File: src/hw/dac_ctrl_pkg.sv
// constants shared by the quad converter control core and its serial receiver
// assumes: 250 MHz core clock, 24-bit serial frames, four 16-bit channels
package dac_ctrl_pkg;

  // channel count and widths
  localparam int NUM_CH     = 4;
  localparam int CODE_W     = 16;
  localparam int FRAME_BITS = 24;

  // frame field positions, msb first on the wire
  localparam int RW_POS  = 23;   // 1 = readback request
  localparam int REG_HI  = 21;   // register select
  localparam int REG_LO  = 19;
  localparam int CH_HI   = 18;   // channel address
  localparam int CH_LO   = 16;
  localparam int DATA_HI = 15;   // data occupies DATA_HI..0

  // falling-edge count that makes a frame valid, and the saturation point
  localparam logic [4:0] FRAME_LEN = 5'h18;
  localparam logic [4:0] CNT_SAT   = 5'h19;

  // register select codes
  localparam logic [2:0] REG_DAC   = 3'h0;
  localparam logic [2:0] REG_RANGE = 3'h1;
  localparam logic [2:0] REG_POWER = 3'h2;
  localparam logic [2:0] REG_CTRL  = 3'h3;

  // channel address meaning every channel, and control functions
  localparam logic [2:0] CH_ALL      = 3'h4;
  localparam logic [2:0] CTRL_CONFIG = 3'h1;
  localparam logic [2:0] CTRL_CLEAR  = 3'h4;
  localparam int         CLEAR_SEL_POS = 2;

  // output range codes: 0..2 unipolar, 3..5 bipolar
  localparam logic [2:0] RANGE_UNI5   = 3'h0;
  localparam logic [2:0] RANGE_BIP5   = 3'h3;
  localparam logic [2:0] RANGE_BIP10  = 3'h4;
  localparam logic [2:0] RANGE_BIP108 = 3'h5;

  // code values
  localparam logic [15:0] ZERO_SCALE = 16'h0000;
  localparam logic [15:0] MID_SCALE  = 16'h8000;
  localparam logic [15:0] SIGN_FLIP  = 16'h8000;

  // reset values
  localparam logic [15:0] RESET_CODE      = 16'h0000;
  localparam logic [2:0]  RESET_RANGE     = 3'h0;
  localparam logic [3:0]  RESET_POWER     = 4'h0;
  localparam logic        RESET_CLEAR_SEL = 1'b0;

  // avalon byte offsets
  localparam logic [7:0] A_CODE   = 8'h00;
  localparam logic [7:0] A_RANGE  = 8'h10;
  localparam logic [7:0] A_POWER  = 8'h20;
  localparam logic [7:0] A_CFG    = 8'h24;
  localparam logic [7:0] A_CLEAR  = 8'h28;
  localparam logic [7:0] A_STATUS = 8'h2C;
  localparam int STAT_CLEAR_POS  = 0;
  localparam int STAT_CODING_POS = 1;

  // receiver states
  typedef enum logic {
    RX_IDLE  = 1'b0,
    RX_FRAME = 1'b1
  } rx_state_e;

endpackage : dac_ctrl_pkg

File: src/hw/link_frame_if.sv
// carrier between the serial receiver and the control core
// assumes: both ends run on the same core clock
`timescale 1ns/1ps
`default_nettype none
interface link_frame_if;
  logic        frame_valid;  // one-cycle pulse, a complete frame arrived
  logic [23:0] frame_word;   // the frame, msb first as received
  logic [15:0] read_word;    // value to shift out during the next frame

  modport rx   (output frame_valid, output frame_word, input read_word);
  modport core (input frame_valid, input frame_word, output read_word);
endinterface : link_frame_if
`default_nettype wire

File: src/hw/quad_dac_clear_config_coding.sv
// control core of a quad serially programmed voltage-output converter
// assumes: pins asynchronous to clk; avalon master on clk; ce gates everything
`timescale 1ns/1ps
`default_nettype none
module quad_dac_clear_config_coding
  import dac_ctrl_pkg::*;
(
  // clock, reset, enable
  input  wire logic        clk,
  input  wire logic        rstn,
  input  wire logic        ce,
  // serial link pins
  input  wire logic        serial_clk,
  input  wire logic        frame_sync_n,
  input  wire logic        serial_in,
  output logic             serial_out,
  // control pins
  input  wire logic        async_clear_n,
  input  wire logic        bipolar_coding_select,  // 1 = twos complement
  // avalon-mm slave
  input  wire logic [7:0]  address,
  input  wire logic        read,
  input  wire logic        write,
  input  wire logic [31:0] writedata,
  input  wire logic [3:0]  byteenable,
  output logic [31:0]      readdata,
  output logic             waitrequest,
  // converter side
  output logic [63:0]      dac_drive,    // straight codes for the four strings
  output logic [3:0]       ch_bipolar,
  output logic [3:0]       ch_powered,
  output logic             clear_active
);

  link_frame_if lf ();

  logic [1:0]  clr_q;          // clear pin synchroniser
  logic [1:0]  coding_q;       // coding pin synchroniser
  logic [15:0] code [4];       // stored channel codes
  logic [2:0]  range_sel [4];  // per-channel range
  logic [3:0]  power;          // 1 = channel powered up
  logic        clear_sel;      // 1 = midscale
  logic        pin_clear;
  logic        clear_cmd;
  logic        clearing;
  logic [3:0]  bip;
  logic [3:0]  tc;
  logic [15:0] clear_raw [4];
  // two write sources: 0 = serial frame, 1 = avalon (wins on same target)
  logic        s_en [2];
  logic [2:0]  s_reg [2];
  logic [2:0]  s_ch [2];
  logic [15:0] s_data [2];
  logic [3:0]  code_we;
  logic [15:0] code_wd [4];
  logic [3:0]  range_we;
  logic [2:0]  range_wd [4];
  logic        power_we;
  logic [3:0]  power_wd;
  logic        cfg_we;
  logic        cfg_wd;
  logic        a_hit;          // avalon address maps to a writable register
  logic        a_stat;         // avalon address is the status word
  logic [2:0]  a_reg;
  logic [2:0]  a_ch;
  logic        av_take;

  serial_frame_rx u_rx (
    .clk          (clk),
    .rstn         (rstn),
    .ce           (ce),
    .serial_clk   (serial_clk),
    .frame_sync_n (frame_sync_n),
    .serial_in    (serial_in),
    .serial_out   (serial_out),
    .lf           (lf.rx)
  );

  // bipolar when range code is one of the three bipolar settings
  function automatic logic is_bipolar(input logic [2:0] r);
    is_bipolar = (r == RANGE_BIP5) || (r == RANGE_BIP10) || (r == RANGE_BIP108);
  endfunction : is_bipolar

  // register view shared by serial readback and avalon reads
  function automatic logic [15:0] reg_view(input logic [2:0] rs, input logic [2:0] ch);
    reg_view = 16'h0000;
    if (ch[2] == 1'b0 || rs == REG_POWER || rs == REG_CTRL) begin
      case (rs)
        REG_DAC:   reg_view = code[ch[1:0]];
        REG_RANGE: reg_view = {13'h0000, range_sel[ch[1:0]]};
        REG_POWER: reg_view = {12'h000, power};
        REG_CTRL:  reg_view = {13'h0000, clear_sel, 2'h0};
        default:   reg_view = 16'h0000;
      endcase
    end
  endfunction : reg_view

  // pin synchronisers; stage 0 feeds only stage 1
  always_ff @(posedge clk or negedge rstn) begin
    if (!rstn) begin
      clr_q    <= 2'h3;
      coding_q <= 2'h0;
    end else if (ce) begin
      clr_q    <= {clr_q[0], async_clear_n};
      coding_q <= {coding_q[0], bipolar_coding_select};
    end
  end

  assign pin_clear = ~clr_q[1];
  assign clearing  = pin_clear | clear_cmd;
  assign av_take   = (read | write) & ~waitrequest;

  // per-channel coding and the raw code that yields the selected clear level
  always_comb begin
    for (int c = 0; c < NUM_CH; c++) begin
      bip[c] = is_bipolar(range_sel[c]);
      tc[c]  = bip[c] & coding_q[1];
      // a raw code that drives zero-scale or midscale under the channel's coding
      clear_raw[c] = (clear_sel ? MID_SCALE : ZERO_SCALE)
                     ^ (tc[c] ? SIGN_FLIP : 16'h0000);
    end
  end

  // avalon address decode; misaligned or unknown offsets map to nothing
  always_comb begin
    a_hit  = 1'b0;
    a_stat = 1'b0;
    a_reg  = REG_DAC;
    a_ch   = 3'h0;
    if (address[1:0] == 2'h0) begin
      if (address[7:4] == A_CODE[7:4]) begin
        a_hit = 1'b1;
        a_ch  = {1'b0, address[3:2]};
      end else if (address[7:4] == A_RANGE[7:4]) begin
        a_hit = 1'b1;
        a_reg = REG_RANGE;
        a_ch  = {1'b0, address[3:2]};
      end else if (address == A_POWER) begin
        a_hit = 1'b1;
        a_reg = REG_POWER;
      end else if (address == A_CFG) begin
        a_hit = 1'b1;
        a_reg = REG_CTRL;
        a_ch  = CTRL_CONFIG;
      end else if (address == A_CLEAR) begin
        a_hit = 1'b1;
        a_reg = REG_CTRL;
        a_ch  = CTRL_CLEAR;
      end else if (address == A_STATUS) begin
        a_stat = 1'b1;
      end
    end
  end

  // the two write sources in one form
  always_comb begin
    s_en[0]   = lf.frame_valid & ~lf.frame_word[RW_POS];
    s_reg[0]  = lf.frame_word[REG_HI:REG_LO];
    s_ch[0]   = lf.frame_word[CH_HI:CH_LO];
    s_data[0] = lf.frame_word[DATA_HI:0];
    s_en[1]   = av_take & write & a_hit & byteenable[0];
    s_reg[1]  = a_reg;
    s_ch[1]   = a_ch;
    s_data[1] = writedata[15:0];
  end

  // write strobes; a later source overrides an earlier one
  always_comb begin
    code_we   = 4'h0;
    range_we  = 4'h0;
    power_we  = 1'b0;
    power_wd  = power;
    cfg_we    = 1'b0;
    cfg_wd    = clear_sel;
    clear_cmd = 1'b0;
    for (int c = 0; c < NUM_CH; c++) begin
      code_wd[c]  = code[c];
      range_wd[c] = range_sel[c];
    end
    for (int s = 0; s < 2; s++) begin
      if (s_en[s]) begin
        case (s_reg[s])
          REG_DAC, REG_RANGE: begin
            for (int c = 0; c < NUM_CH; c++) begin
              if (s_ch[s] == 3'(c) || s_ch[s] == CH_ALL) begin
                if (s_reg[s] == REG_DAC) begin
                  code_we[c] = 1'b1;
                  code_wd[c] = s_data[s];
                end else begin
                  range_we[c] = 1'b1;
                  range_wd[c] = s_data[s][2:0];
                end
              end
            end
          end
          REG_POWER: begin
            power_we = 1'b1;
            power_wd = s_data[s][3:0];
          end
          REG_CTRL: begin
            if (s_ch[s] == CTRL_CONFIG) begin
              cfg_we = 1'b1;
              cfg_wd = s_data[s][CLEAR_SEL_POS];
            end else if (s_ch[s] == CTRL_CLEAR) begin
              clear_cmd = 1'b1;
            end
          end
          default: begin
          end
        endcase
      end
    end
  end

  // stored codes: clear wins over any write, powered-down writes dropped
  always_ff @(posedge clk or negedge rstn) begin
    if (!rstn) begin
      for (int c = 0; c < NUM_CH; c++) begin
        code[c] <= RESET_CODE;
      end
    end else if (ce) begin
      for (int c = 0; c < NUM_CH; c++) begin
        if (clearing) begin
          code[c] <= clear_raw[c];
        end else if (code_we[c] && power[c]) begin
          code[c] <= code_wd[c];
        end
      end
    end
  end

  // configuration registers; reset leaves every channel powered down
  always_ff @(posedge clk or negedge rstn) begin
    if (!rstn) begin
      power     <= RESET_POWER;
      clear_sel <= RESET_CLEAR_SEL;
      for (int c = 0; c < NUM_CH; c++) begin
        range_sel[c] <= RESET_RANGE;
      end
    end else if (ce) begin
      if (power_we) begin
        power <= power_wd;
      end
      if (cfg_we) begin
        clear_sel <= cfg_wd;
      end
      for (int c = 0; c < NUM_CH; c++) begin
        if (range_we[c]) begin
          range_sel[c] <= range_wd[c];
        end
      end
    end
  end

  // drive codes: straight and offset binary pass, twos complement flips the sign
  always_ff @(posedge clk or negedge rstn) begin
    if (!rstn) begin
      dac_drive    <= 64'h0000_0000_0000_0000;
      ch_bipolar   <= 4'h0;
      ch_powered   <= 4'h0;
      clear_active <= 1'b0;
    end else if (ce) begin
      for (int c = 0; c < NUM_CH; c++) begin
        dac_drive[c*16 +: 16] <= code[c] ^ (tc[c] ? SIGN_FLIP : 16'h0000);
      end
      ch_bipolar   <= bip;
      ch_powered   <= power;
      clear_active <= clearing;
    end
  end

  // serial readback: the addressed register is latched for the next frame
  always_ff @(posedge clk or negedge rstn) begin
    if (!rstn) begin
      lf.read_word <= 16'h0000;
    end else if (ce) begin
      if (lf.frame_valid && lf.frame_word[RW_POS]) begin
        lf.read_word <= reg_view(lf.frame_word[REG_HI:REG_LO], lf.frame_word[CH_HI:CH_LO]);
      end
    end
  end

  // avalon slave: waitrequest drops one cycle after a request, for one cycle
  always_ff @(posedge clk or negedge rstn) begin
    if (!rstn) begin
      waitrequest <= 1'b1;
      readdata    <= 32'h0000_0000;
    end else if (ce) begin
      if (waitrequest && (read || write)) begin
        waitrequest <= 1'b0;
        if (a_stat) begin
          readdata <= {30'h0000_0000, coding_q[1], pin_clear};
        end else if (a_hit && a_ch != CTRL_CLEAR) begin
          readdata <= {16'h0000, reg_view(a_reg, a_ch)};
        end else begin
          readdata <= 32'h0000_0000;  // unmapped and clear command read zero
        end
      end else begin
        waitrequest <= 1'b1;
      end
    end
  end
endmodule : quad_dac_clear_config_coding
`default_nettype wire

File: src/hw/serial_frame_rx.sv
// three-wire serial receiver with readback shift-out
// assumes: pins are asynchronous to clk and slower than a quarter of it
`timescale 1ns/1ps
`default_nettype none
module serial_frame_rx
  import dac_ctrl_pkg::*;
(
  // clock, reset and enable
  input  wire logic clk,
  input  wire logic rstn,
  input  wire logic ce,
  // serial pins
  input  wire logic serial_clk,
  input  wire logic frame_sync_n,
  input  wire logic serial_in,
  output logic      serial_out,
  // frame carrier
  link_frame_if.rx  lf
);

  logic [2:0]  clk_q;      // synchroniser plus one history stage
  logic [2:0]  sync_q;
  logic [1:0]  din_q;
  rx_state_e   state;
  logic [4:0]  fall_cnt;   // saturates so overlong frames stay invalid
  logic [23:0] in_sr;
  logic [23:0] out_sr;
  logic        clk_fall;
  logic        clk_rise;
  logic        sync_fall;
  logic        sync_rise;

  // edges are taken from stages 1 and 2 only, never from stage 0
  assign clk_fall  = ~clk_q[1] & clk_q[2];
  assign clk_rise  = clk_q[1] & ~clk_q[2];
  assign sync_fall = ~sync_q[1] & sync_q[2];
  assign sync_rise = sync_q[1] & ~sync_q[2];

  // pin synchronisers
  always_ff @(posedge clk or negedge rstn) begin
    if (!rstn) begin
      clk_q  <= 3'h7;  // matches the idle-high link clock, so no false edge after reset
      sync_q <= 3'h7;
      din_q  <= 2'h0;
    end else if (ce) begin
      clk_q  <= {clk_q[1:0], serial_clk};
      sync_q <= {sync_q[1:0], frame_sync_n};
      din_q  <= {din_q[0], serial_in};
    end
  end

  // framing: data sampled on falling clock, frame closes on sync rise
  always_ff @(posedge clk or negedge rstn) begin
    if (!rstn) begin
      state          <= RX_IDLE;
      fall_cnt       <= 5'h00;
      in_sr          <= 24'h00_0000;
      lf.frame_valid <= 1'b0;
      lf.frame_word  <= 24'h00_0000;
    end else if (ce) begin
      lf.frame_valid <= 1'b0;
      if (sync_fall) begin
        state    <= RX_FRAME;
        fall_cnt <= 5'h00;
      end else if (state == RX_FRAME) begin
        if (sync_rise) begin
          // short or long frames are dropped silently
          state          <= RX_IDLE;
          lf.frame_valid <= (fall_cnt == FRAME_LEN);
          lf.frame_word  <= in_sr;
        end else if (clk_fall) begin
          in_sr <= {in_sr[22:0], din_q[1]};
          if (fall_cnt != CNT_SAT) begin
            fall_cnt <= fall_cnt + 5'h01;
          end
        end
      end
    end
  end

  // readback: loaded at frame start, shifted on rising clock after the first fall
  always_ff @(posedge clk or negedge rstn) begin
    if (!rstn) begin
      out_sr     <= 24'h00_0000;
      serial_out <= 1'b0;
    end else if (ce) begin
      if (sync_fall) begin
        out_sr     <= {8'h00, lf.read_word};
        serial_out <= 1'b0;
      end else if (state == RX_FRAME && clk_rise && fall_cnt != 5'h00) begin
        out_sr     <= {out_sr[22:0], 1'b0};
        serial_out <= out_sr[22];
      end
    end
  end

endmodule : serial_frame_rx
`default_nettype wire

File: config.mk
export PLATFORM = sky130hd
export DESIGN_NAME = quad_dac_clear_config_coding
export DESIGN_NICKNAME = d
export VERILOG_FILES = /design/src/hw/dac_ctrl_pkg.sv /design/src/hw/link_frame_if.sv /design/src/hw/quad_dac_clear_config_coding.sv /design/src/hw/serial_frame_rx.sv
export SDC_FILE = /design/constraint.sdc
export NUM_CORES = 1
export LEC_CHECK = 0
export BUFFER_PORTS_ARGS = -buffer_cell sky130_fd_sc_hd__buf_2
export CORE_MARGIN = 5
export CORE_UTILIZATION = 64
export CTS_CLUSTER_SIZE = 28
export DETAILED_ROUTE_END_ITERATION = 10
export PLACE_DENSITY = 0.86
export SLEW_MARGIN = 40
export SYNTH_ARGS = -nofsm -noshare
export SYNTH_HDL_FRONTEND = slang
export SYNTH_SLANG_ARGS = --single-unit
export TNS_END_PERCENT = 1
File: constraint.sdc
create_clock -name clk -period 3.8 [get_ports clk]
set_input_delay 0.76 -clock clk [delete_from_list [all_inputs] [get_ports clk]]
set_output_delay 0.76 -clock clk [all_outputs]
set_load 0.01 [all_outputs]
Yosys cells after proc, flatten, opt, wreduce, memory -nomap -nowiden. Index checks and enable logic that the tools add are counted.

Register bits after elaboration: 294. Bits in latches: 0. Bits in writable memories: 0. ROM bits: 0. Bits of input ports: 54. Output and inout bits: 107. Word-level logic and storage cells: 340. Memories kept: 0.

$add $sub $neg: 1. Multipliers: 0. Div/mod/pow operators: 0. Magnitude comparators: 2. Equal/unequal tests: 35. Shift operators: 0. Multiplexer cells: 174. Bitwise gates (word level): 36. Reduce and logical (&&, ||, !) cells: 63.

Operators with widths (number): $mux 16 (37); $mux 64 (4); $pmux 16 s4 (2); $xor 16x16->16 (8); $mux 3 (26); $mux 1 (72); $bmux 16 s2 (2); $mux 12 (4); $mux 4 (12); $mux 23 (2); $eq 3x2->1 const B (12); $eq 8x6->1 const B (4); $eq 3x3->1 const B (10); $reduce_and 2->1 (13); $mux 5 (5); $logic_or 1x1->1 (21); $reduce_bool 2->1 (8); $and 1x1->1 (13); $bmux 3 s2 (2); $eq 3x1->1 const B (4); $logic_not 3->1 (4); $mux 2 (6); $not 1->1 (11); $reduce_and 5->1 (2); 15 further kinds (27).

Longest topological paths before layout. Gate-level depths: netlist (run 1).

Word-level depth: 15. Mapped depth: 9. Depth with buffers taken out: 7.

Cells and area by module. Synthesis (run 1) repeated with hierarchy kept, for this count alone.

Cells, all modules: 1116. Area total of the unflattened synthesis: 13616.8 um^2.

By module, submodules not included: quad_dac_clear_config_coding (instances 1, cells an instance 847, area each 9917.0 um^2, seq. area each 4783.3 um^2); serial_frame_rx (instances 1, cells an instance 269, area each 3699.8 um^2, seq. area each 2184.6 um^2).

Worst setup path after synthesis (run 1). No wires, ideal clock.

Path type: input port to flip-flop. Start: in address[7]. End: reg code[38] in the netlist's numbering. Setup time: 121 ps. Data arrival time: 2431 ps. Data required time: 3679 ps. Path slack: 1248 ps. Stages on the path: 7. Buffers on the path: 2. Cell sequence: or4_4 -> buf_6 -> nor4_4 -> o21a_1 -> o21ai_2 -> buf_2 -> a22o_1.

Word-level cells in the longest chain between the ends: 15. Elaborated cells between the ends (all ways): 50. Those cells by class: eq/ne: 8; mux: 32; bitwise: 3; reduce/logical: 7.

RTL lines: start: declaration (line quad_dac_clear_config_coding.sv:21) `input wire logic [7:0] address,`; $eq 8x6->1 (line quad_dac_clear_config_coding.sv:145) `end else if (address == A_CLEAR) begin`; $mux 3 or $mux 2 (tied branches) (line quad_dac_clear_config_coding.sv:145); $mux 3 or $mux 2 (tied branches) (line quad_dac_clear_config_coding.sv:141) `end else if (address == A_CFG) begin`; $mux 3 or $mux 2 (tied branches) (line quad_dac_clear_config_coding.sv:138) `end else if (address == A_POWER) begin`; $mux 3 or $mux 2 (tied branches) (line quad_dac_clear_config_coding.sv:134) `end else if (address[7:4] == A_RANGE[7:4]) begin`; $mux 3 or $mux 2 (tied branches) (line quad_dac_clear_config_coding.sv:131) `if (address[7:4] == A_CODE[7:4]) begin`; $mux 3 or $mux 2 (tied branches) (line quad_dac_clear_config_coding.sv:130) `if (address[1:0] == 2'h0) begin`; $eq 3x3->1 (tied with other cells) (line quad_dac_clear_config_coding.sv:185, quad_dac_clear_config_coding.sv:204); $mux 1 (tied with other cells) (line quad_dac_clear_config_coding.sv:204) `end else if (s_ch[s] == CTRL_CLEAR) begin`; $mux 1, on equally long branches (line quad_dac_clear_config_coding.sv:201, quad_dac_clear_config_coding.sv:185); $mux 1 or $mux 4 (tied branches) (line quad_dac_clear_config_coding.sv:182) `case (s_reg[s])`; $mux 1 or $mux 4 (tied branches) (line quad_dac_clear_config_coding.sv:181) `if (s_en[s]) begin`; $or 1x1->1 or $logic_and 1x1->1 (tied branches) (line quad_dac_clear_config_coding.sv:110, quad_dac_clear_config_coding.sv:225); $reduce_bool 2->1 (no line); $reduce_and 2->1 (no line); end signal: indexed assignment (line quad_dac_clear_config_coding.sv:224) `code[c] <= clear_raw[c];`; end signal: indexed assignment (line quad_dac_clear_config_coding.sv:226) `code[c] <= code_wd[c];`; end: declaration (line quad_dac_clear_config_coding.sv:39) `logic [15:0] code [4];`.

Several ways; a longest one is shown, not always the timed one. The select of a mux whose other input is x is not followed. A chain may end at the register's enable or synchronous reset.

Worst setup path in the final report (run 1).
Start: reg u_rx.lf.frame_word[16]. End: reg code[62] in the netlist's numbering.

Word-level cells in the longest chain between the ends: 12. Elaborated cells between the ends (all ways): 32. Those cells by class: eq/ne: 2; mux: 24; bitwise: 1; reduce/logical: 5.

RTL lines: start: declaration (line link_frame_if.sv:10) `modport rx (output frame_valid, output frame_word, input read_word);`; start signal: assignment (line serial_frame_rx.sv:70) `lf.frame_word <= in_sr;`; $eq 3x3->1 or $logic_not 3->1 (tied branches) (line quad_dac_clear_config_coding.sv:185, quad_dac_clear_config_coding.sv:204); $mux 1 or $logic_or 1x1->1 (tied branches) (line quad_dac_clear_config_coding.sv:204, quad_dac_clear_config_coding.sv:185); $mux 1, on equally long branches (line quad_dac_clear_config_coding.sv:201, quad_dac_clear_config_coding.sv:185); $mux 1 or $mux 4 (tied branches) (line quad_dac_clear_config_coding.sv:182); $mux 1 or $mux 4 (tied branches) (line quad_dac_clear_config_coding.sv:181); $mux 1, on equally long branches (line quad_dac_clear_config_coding.sv:204, quad_dac_clear_config_coding.sv:186); $mux 1, on equally long branches (line quad_dac_clear_config_coding.sv:201, quad_dac_clear_config_coding.sv:185); $mux 1 or $mux 4 (tied branches) (line quad_dac_clear_config_coding.sv:182); $mux 1 or $mux 4 (tied branches) (line quad_dac_clear_config_coding.sv:181); $or 1x1->1 or $logic_and 1x1->1 (tied branches) (line quad_dac_clear_config_coding.sv:110, quad_dac_clear_config_coding.sv:225); $reduce_bool 2->1 (no line); $reduce_and 2->1 (no line).

Several ways; a longest one is shown, not always the timed one. The select of a mux whose other input is x is not followed.

==> results of run 1 <==
[registers in the layout (all words and copies together) (netlist names), 5 cells and up]
| name | flops |
|---|---|
| code | 64 |
| dac_drive | 64 |
| lf.read_word | 16 |
| range_sel | 12 |
| readdata | 16 |
| u_rx.fall_cnt | 5 |
| u_rx.in_sr | 24 |
| u_rx.lf.frame_word | 23 |
| u_rx.out_sr | 23 |
[routing by layer]
layer	vias to the layer above	track usage	share of wire
li1	4586	-	-
met1	5304	0.4304	0.39
met2	595	0.4579	0.47
met3	129	0.06916	0.10
met4	2	0.1060	0.038
met5	-	0	0.00019
[stage by stage]
step	hold WS, ns	setup slack, ns	area [µm²]
3_3_place_gp	0.4615	0.6721	14830
4_1_cts	0.2465	0.8790	15760
3_5_place_dp	0.4753	0.6522	14850
5_1_grt	0.2709	0.6668	15760
2_1_floorplan	0.4483	1.248	14100
6_report	0.2044	0.7838	15760
[power by group through the flow]
stage / registers, mW / logic (mW) / clock network, mW
final: 3.17 / 0.566 / 2.71
after global routing: 3.18 / 0.617 / 2.88
after CTS: 3.16 / 0.562 / 2.74
after detailed placement: 3.21 / 0.554 / 0
after global placement: 3.20 / 0.531 / 0
after floorplan: 3.15 / 0.376 / 0
[cell families (layout without fill, tap and decap cells)]
logic type	Yosys count	in the layout	synth area share
xor gates and xnor gates	10	10	0.006238
buffers and inverters	121	221	0.04232
muxes	238	238	0.2107
DFF	277	277	0.4944
other	1	16	0.0002671
AOI/OAI and AO/OA	277	277	0.1447
and+or+nand+nor	254	254	0.09686
adders and majority gates	5	5	0.004455
[placed cells by master (no fill, tap or decap), drive strengths merged, types with 5 or more instances in the layout]
| cell type | n |
|---|---|
| a211oi | 24 |
| a21oi | 24 |
| a22o | 104 |
| and3 | 8 |
| and3b | 6 |
| buf | 155 |
| clkbuf | 42 |
| clkinv | 6 |
| conb | 16 |
| dfrtp | 268 |
| dfstp | 9 |
| ha | 5 |
| inv | 16 |
| mux2 | 131 |
| mux2i | 74 |
| mux4 | 33 |
| nand2 | 74 |
| nand2b | 6 |
| nand3 | 6 |
| nand3b | 5 |
| nand4 | 5 |
| nand4b | 5 |
| nor2 | 73 |
| nor2b | 12 |
| nor3 | 11 |
| nor4 | 23 |
| o21ai | 73 |
| o22a | 15 |
| xnor2 | 9 |
[cell type report]
type	count	area share
clock buffer	42	0.05168
clock inverter	10	0.006034
inverter	14	0.003334
multi-input combinational	800	0.4190
sequential	277	0.4405
tap	280	0.02223
timing repair buffer	155	0.05716
[path summary, 6_finish.rpt]
| check | from | endpoint | slack, ns | cells past startpoint |
|---|---|---|---|---|
| worst max-delay path | u_rx.lf.frame_word[16] | code[62] | 0.78 | 6 |
| min in group clk | bipolar_coding_select | coding_q[0] | 0.45 | 2 |
| worst min register to register | u_rx.out_sr[10] | u_rx.out_sr[10] | 0.49 | 2 |
| worst min-delay path | rstn | dac_drive[34] | 0.20 | 1 |
| max in group asynchronous | rstn | clr_q[1] | 2.61 | 2 |
| worst max register to register | u_rx.lf.frame_word[16] | code[62] | 0.78 | 6 |
==> impl_metrics.toml, run 1 <==
[outcome]
status = "completed"

[floorplan]
coreArea_um2 = 21690
fp.dieW_um = 158.1
start_util = 0.6475
fp.dieArea_um2 = 25000
ios = 161
std_cell_rows = 54
die_h_um = 158.1

[layout]
drive_above_1_share = 0.2997
syn_to_final_growth_pct = 12.23
n_fill_cell = 1431
multi_input_area_um2 = 6604
final_cell_count_no_fill = 1578
utilization = 0.7267
insertedDiodeCount = 0
seq_area_um2 = 6943
fin_nets = 1336

[worst_setup_path]
max_stage_delay_ns = 0.73
crit_path_cell_trace = "nor2_1 > a41oi_1 > nand2_1 > o21ai_2 > buf_4 > o22a_1"
cp_data_arrival_time_ns = 3.51
cp_top_family = "compound AO/OA/AOI/OAI gates"
crit_fanout = 16
setup.worst_path.class = "reg -> reg"
critPathBufInv = 1
end_kind = "register"
slowest_stage = "dfrtp_1"
required_ns = 4.29
start_kind = "register"

[timing]
skew_ns = 0.01740
setup_viol = 0
fin_crit_sh = 0.7937
fin_tns_setup_ns = 0
hold_violations = 0
maxSlewViolCount = 0
max_freq_ghz = 0.3315
worst_pin_slew_ns = 0.8999
finalCriticalPeriod_ns = 3.016
rsz0062_at_grt = "no"
max-slew-margin-rel = 0.4001

[placed_design]
gp_congestion = 0.9835
dpl.hpwl_um = 24390
portBuffers = 125
place_inst = 1526

[power]
power_leakage_nw = 7.504
switching_power_mw = 1.640
pwr-share-seq = 0.491
total_power_mw = 6.447
switching_share = 0.2545
powerDensity_nw_per_um2 = 409.0
pwr-share-comb = 0.088
p_int_mw = 4.806
ir_drop_uv = 405.2
p_clk_frac = 0.421

[logic_synthesis]
synth_edf_count = 0
yosys.cell_types.count = 74
yosysMostFrequentCell = "dfrtp_1"
async_flop_share = 1.000
synth-seq-area-share = 0.4944
synth_top_area_cell = "dfrtp_1"
avgSynthCellArea_um2 = 11.87
ys_seq_elements = 277
synth_top_area_frac = 0.4776
yosysWarnings = 0
yosys-top-cells-count = "dfrtp_1, mux2_2, a22o_1, mux2i_1, nand2_1"
synth_ff_type = "dfrtp_1"
synth_area_um2 = 14040
synthCells = 1183
synth_top_cells_by_area = "dfrtp_1, mux2_2, a22o_1"

[grt]
grt_pass1_wl_um = 59400
grt_pass1_vias = 10610
antenna_found_initial = 1
grt_util_all_layers = 0.3009
grt_overflow = 0
grt_max_degree = 125

[flow_run]
drv_cap = 0

[route]
wl_per_cell_um = 23.36
drc = 0
num_vias = 10620
viasPerCell = 6.728
first_pass_iters = 5
routed_wl_um = 36860
drt_iter0_drc = 1113
drtAntennaViolNets = 0

[cts]
cts.htree.levels = 1
clk_pin_slew_ns = 0.06
cts_buffer_depth = 3
postCtsSetupRepairBufs = 0
cts_tree = "yes"
cts-resized-gates = 0
numCtsBuffers = 29
clock_latency_ns = 0.55
cts_hold_buf = 0
cts-root-buf = "clkbuf_16"
cts_sinks = 277

[hold_path]
holdCritPathClass = "in -> async"
No activity file was read; power rests on OpenSTA's default activity.
==> inputs of run 2 (changes only) <==
Settings changed: CORE_UTILIZATION 64 to 53, PLACE_DENSITY 0.86 to 0.76.
Clock period 3.8 ns to 2.74 ns, I/O delays scaled along.
==> impl_metrics.toml, run 2 (synthesis results as in run 1) <==
[floorplan]
coreArea_um2 = 26060
std_cell_rows = 59
fp.dieArea_um2 = 29850
ios = 161
start_util = 0.5389
fp.dieW_um = 172.8
die_h_um = 172.8

[timing]
setup_viol = 0
rsz0062_at_grt = "no"
worst_pin_slew_ns = 0.6507
fin_tns_setup_ns = 0
max-slew-margin-rel = 0.5616
hold_violations = 0
skew_ns = 0.01701
finalCriticalPeriod_ns = 2.361
fin_crit_sh = 0.8618
maxSlewViolCount = 0
max_freq_ghz = 0.4235

[route]
drtAntennaViolNets = 0
drc = 0
viasPerCell = 6.218
routed_wl_um = 36170
num_vias = 10360
first_pass_iters = 5
wl_per_cell_um = 21.71
drt_iter0_drc = 963

[grt]
antenna_found_initial = 0
use_met3 = 0.04105
grt_overflow = 0
grt_pass1_wl_um = 58530
grt_max_degree = 73
grt_pass1_vias = 10360
met1_usage = 0.3511
busiest_layer = "met2"
grt_util_all_layers = 0.2377
use_met2 = 0.3670

[cts]
numCtsBuffers = 31
cts-root-buf = "clkbuf_16"
clock_latency_ns = 0.56
cts_sinks = 277
cts.htree.levels = 1
clk_pin_slew_ns = 0.06
cts-resized-gates = 0
postCtsSetupRepairBufs = 0
cts_buffer_depth = 3
cts_tree = "yes"
cts_hold_buf = 1

[power]
switching_power_mw = 2.397
switching_share = 0.2505
p_clk_frac = 0.460
powerDensity_nw_per_um2 = 588.1
power_leakage_nw = 7.725
ir_drop_uv = 625.7
pwr-share-seq = 0.458
pwr-share-comb = 0.082
p_int_mw = 7.174

[worst_setup_path]
required_ns = 3.22
reg2reg_to = "code[47]"
rrSetupSlack_ns = 0.38
endpoint = "code[47]"
end_kind = "register"
start_kind = "register"
reg2regPathDepth = 6
cp_data_arrival_time_ns = 2.84
regToRegStartpoint = "u_rx.lf.frame_word[20]"
cp-startpoint = "u_rx.lf.frame_word[20]"
setup.worst_path.class = "reg -> reg"
crit_fanout = 16

[layout]
n_fill_cell = 2016
largestRegisters = "code x64, dac_drive x64, u_rx.in_sr x24"
fin_nets = 1365
insertedDiodeCount = 0
final_cell_mix = "dfrtp_1, mux2_2, buf_2"
drive_above_1_share = 0.3208
syn_to_final_growth_pct = 15.90
utilization = 0.6245
final_common_cell = "dfrtp_1"

[flow_run]
drv_cap = 0

[hold_path]
hp-start = "serial_in"
holdCritPathClass = "in -> reg"

[placed_design]
portBuffers = 125
gp_congestion = 0.9471
dpl.hpwl_um = 25790

[outcome]
status = "completed"
## run 2: cell types whose count changed in the layout (fill, tap and decap cells not counted), sizes merged
| cell | previous run | this run |
|---|---|---|
| inv | 16 | 17 |
| buf | 155 | 181 |
| dlygate4sd3 | 0 | 1 |
| bufinv | 1 | 5 |
| clkbuf | 42 | 36 |
| clkinvlp | 1 | 7 |
| clkinv | 6 | 7 |
## run 2: power by group through the flow
| stage | clock network (mW) | registers (mW) | logic, mW |
|---|---|---|---|
| floorplan | 0 | 4.37 | 0.522 |
| global placement | 0 | 4.44 | 0.762 |
| finish | 4.41 | 4.38 | 0.785 |
| CTS | 4.48 | 4.37 | 0.786 |
| global route | 4.67 | 4.40 | 0.868 |
| detailed placement | 0 | 4.45 | 0.780 |
## run 2: worst min path at each step
stage                            endpoint  slack, ns  cells past startpoint
after CTS                   u_rx.din_q[0]       0.20                      2
after detailed placement  u_rx.out_sr[10]       0.47                      2
after global placement    u_rx.out_sr[11]       0.46                      2
after global routing          coding_q[0]       0.22                      2
after floorplan             ch_bipolar[0]       0.25                      0
final                       u_rx.din_q[0]       0.22                      2
## run 2: layout make-up
type | count | area [µm²] | share of cell area
clock inverters | 22 | 285.3 | 0.01753
clock buffers | 36 | 824.5 | 0.05066
flip-flops and latches | 277 | 6943 | 0.4266
multi-input cells | 800 | 6606 | 0.4059
well taps | 335 | 419.2 | 0.02576
repair buffers | 182 | 1144 | 0.07027
inverters | 14 | 52.55 | 0.003229
## run 2: worst max-delay path, stage by stage (launching register included)
cell and delay, ns:
dfrtp_1 0.52, or2_1 0.39, nor4_4 0.38, buf_4 0.38, mux2i_1 0.12, a311o_1 0.38
mux2i_1 0.12
## run 2: metrics by stage
step                      power, mW  cell area (µm²)  hold slack, ns  instances  worst slack, ns
after CTS                     9.641            16260          0.2029       1666           0.2775
final                         9.571            16270          0.2244       1666           0.3787
after global routing          9.934            16270          0.2178       1666           0.1509
after global placement        5.204            15130          0.4627       1607           0.1147
after floorplan               4.889            14100          0.2524       1198           0.4003
after detailed placement      5.227            15140          0.4714       1607          0.07406
## run 2: metal layers
metal  share of wire  vias up  wire length (µm)
met2            0.46      462             16550
met5               0        -                 0
met4           0.022        0               809
li1                -     4658                 -
met1            0.44     5167             15740
met3           0.085       72              3072
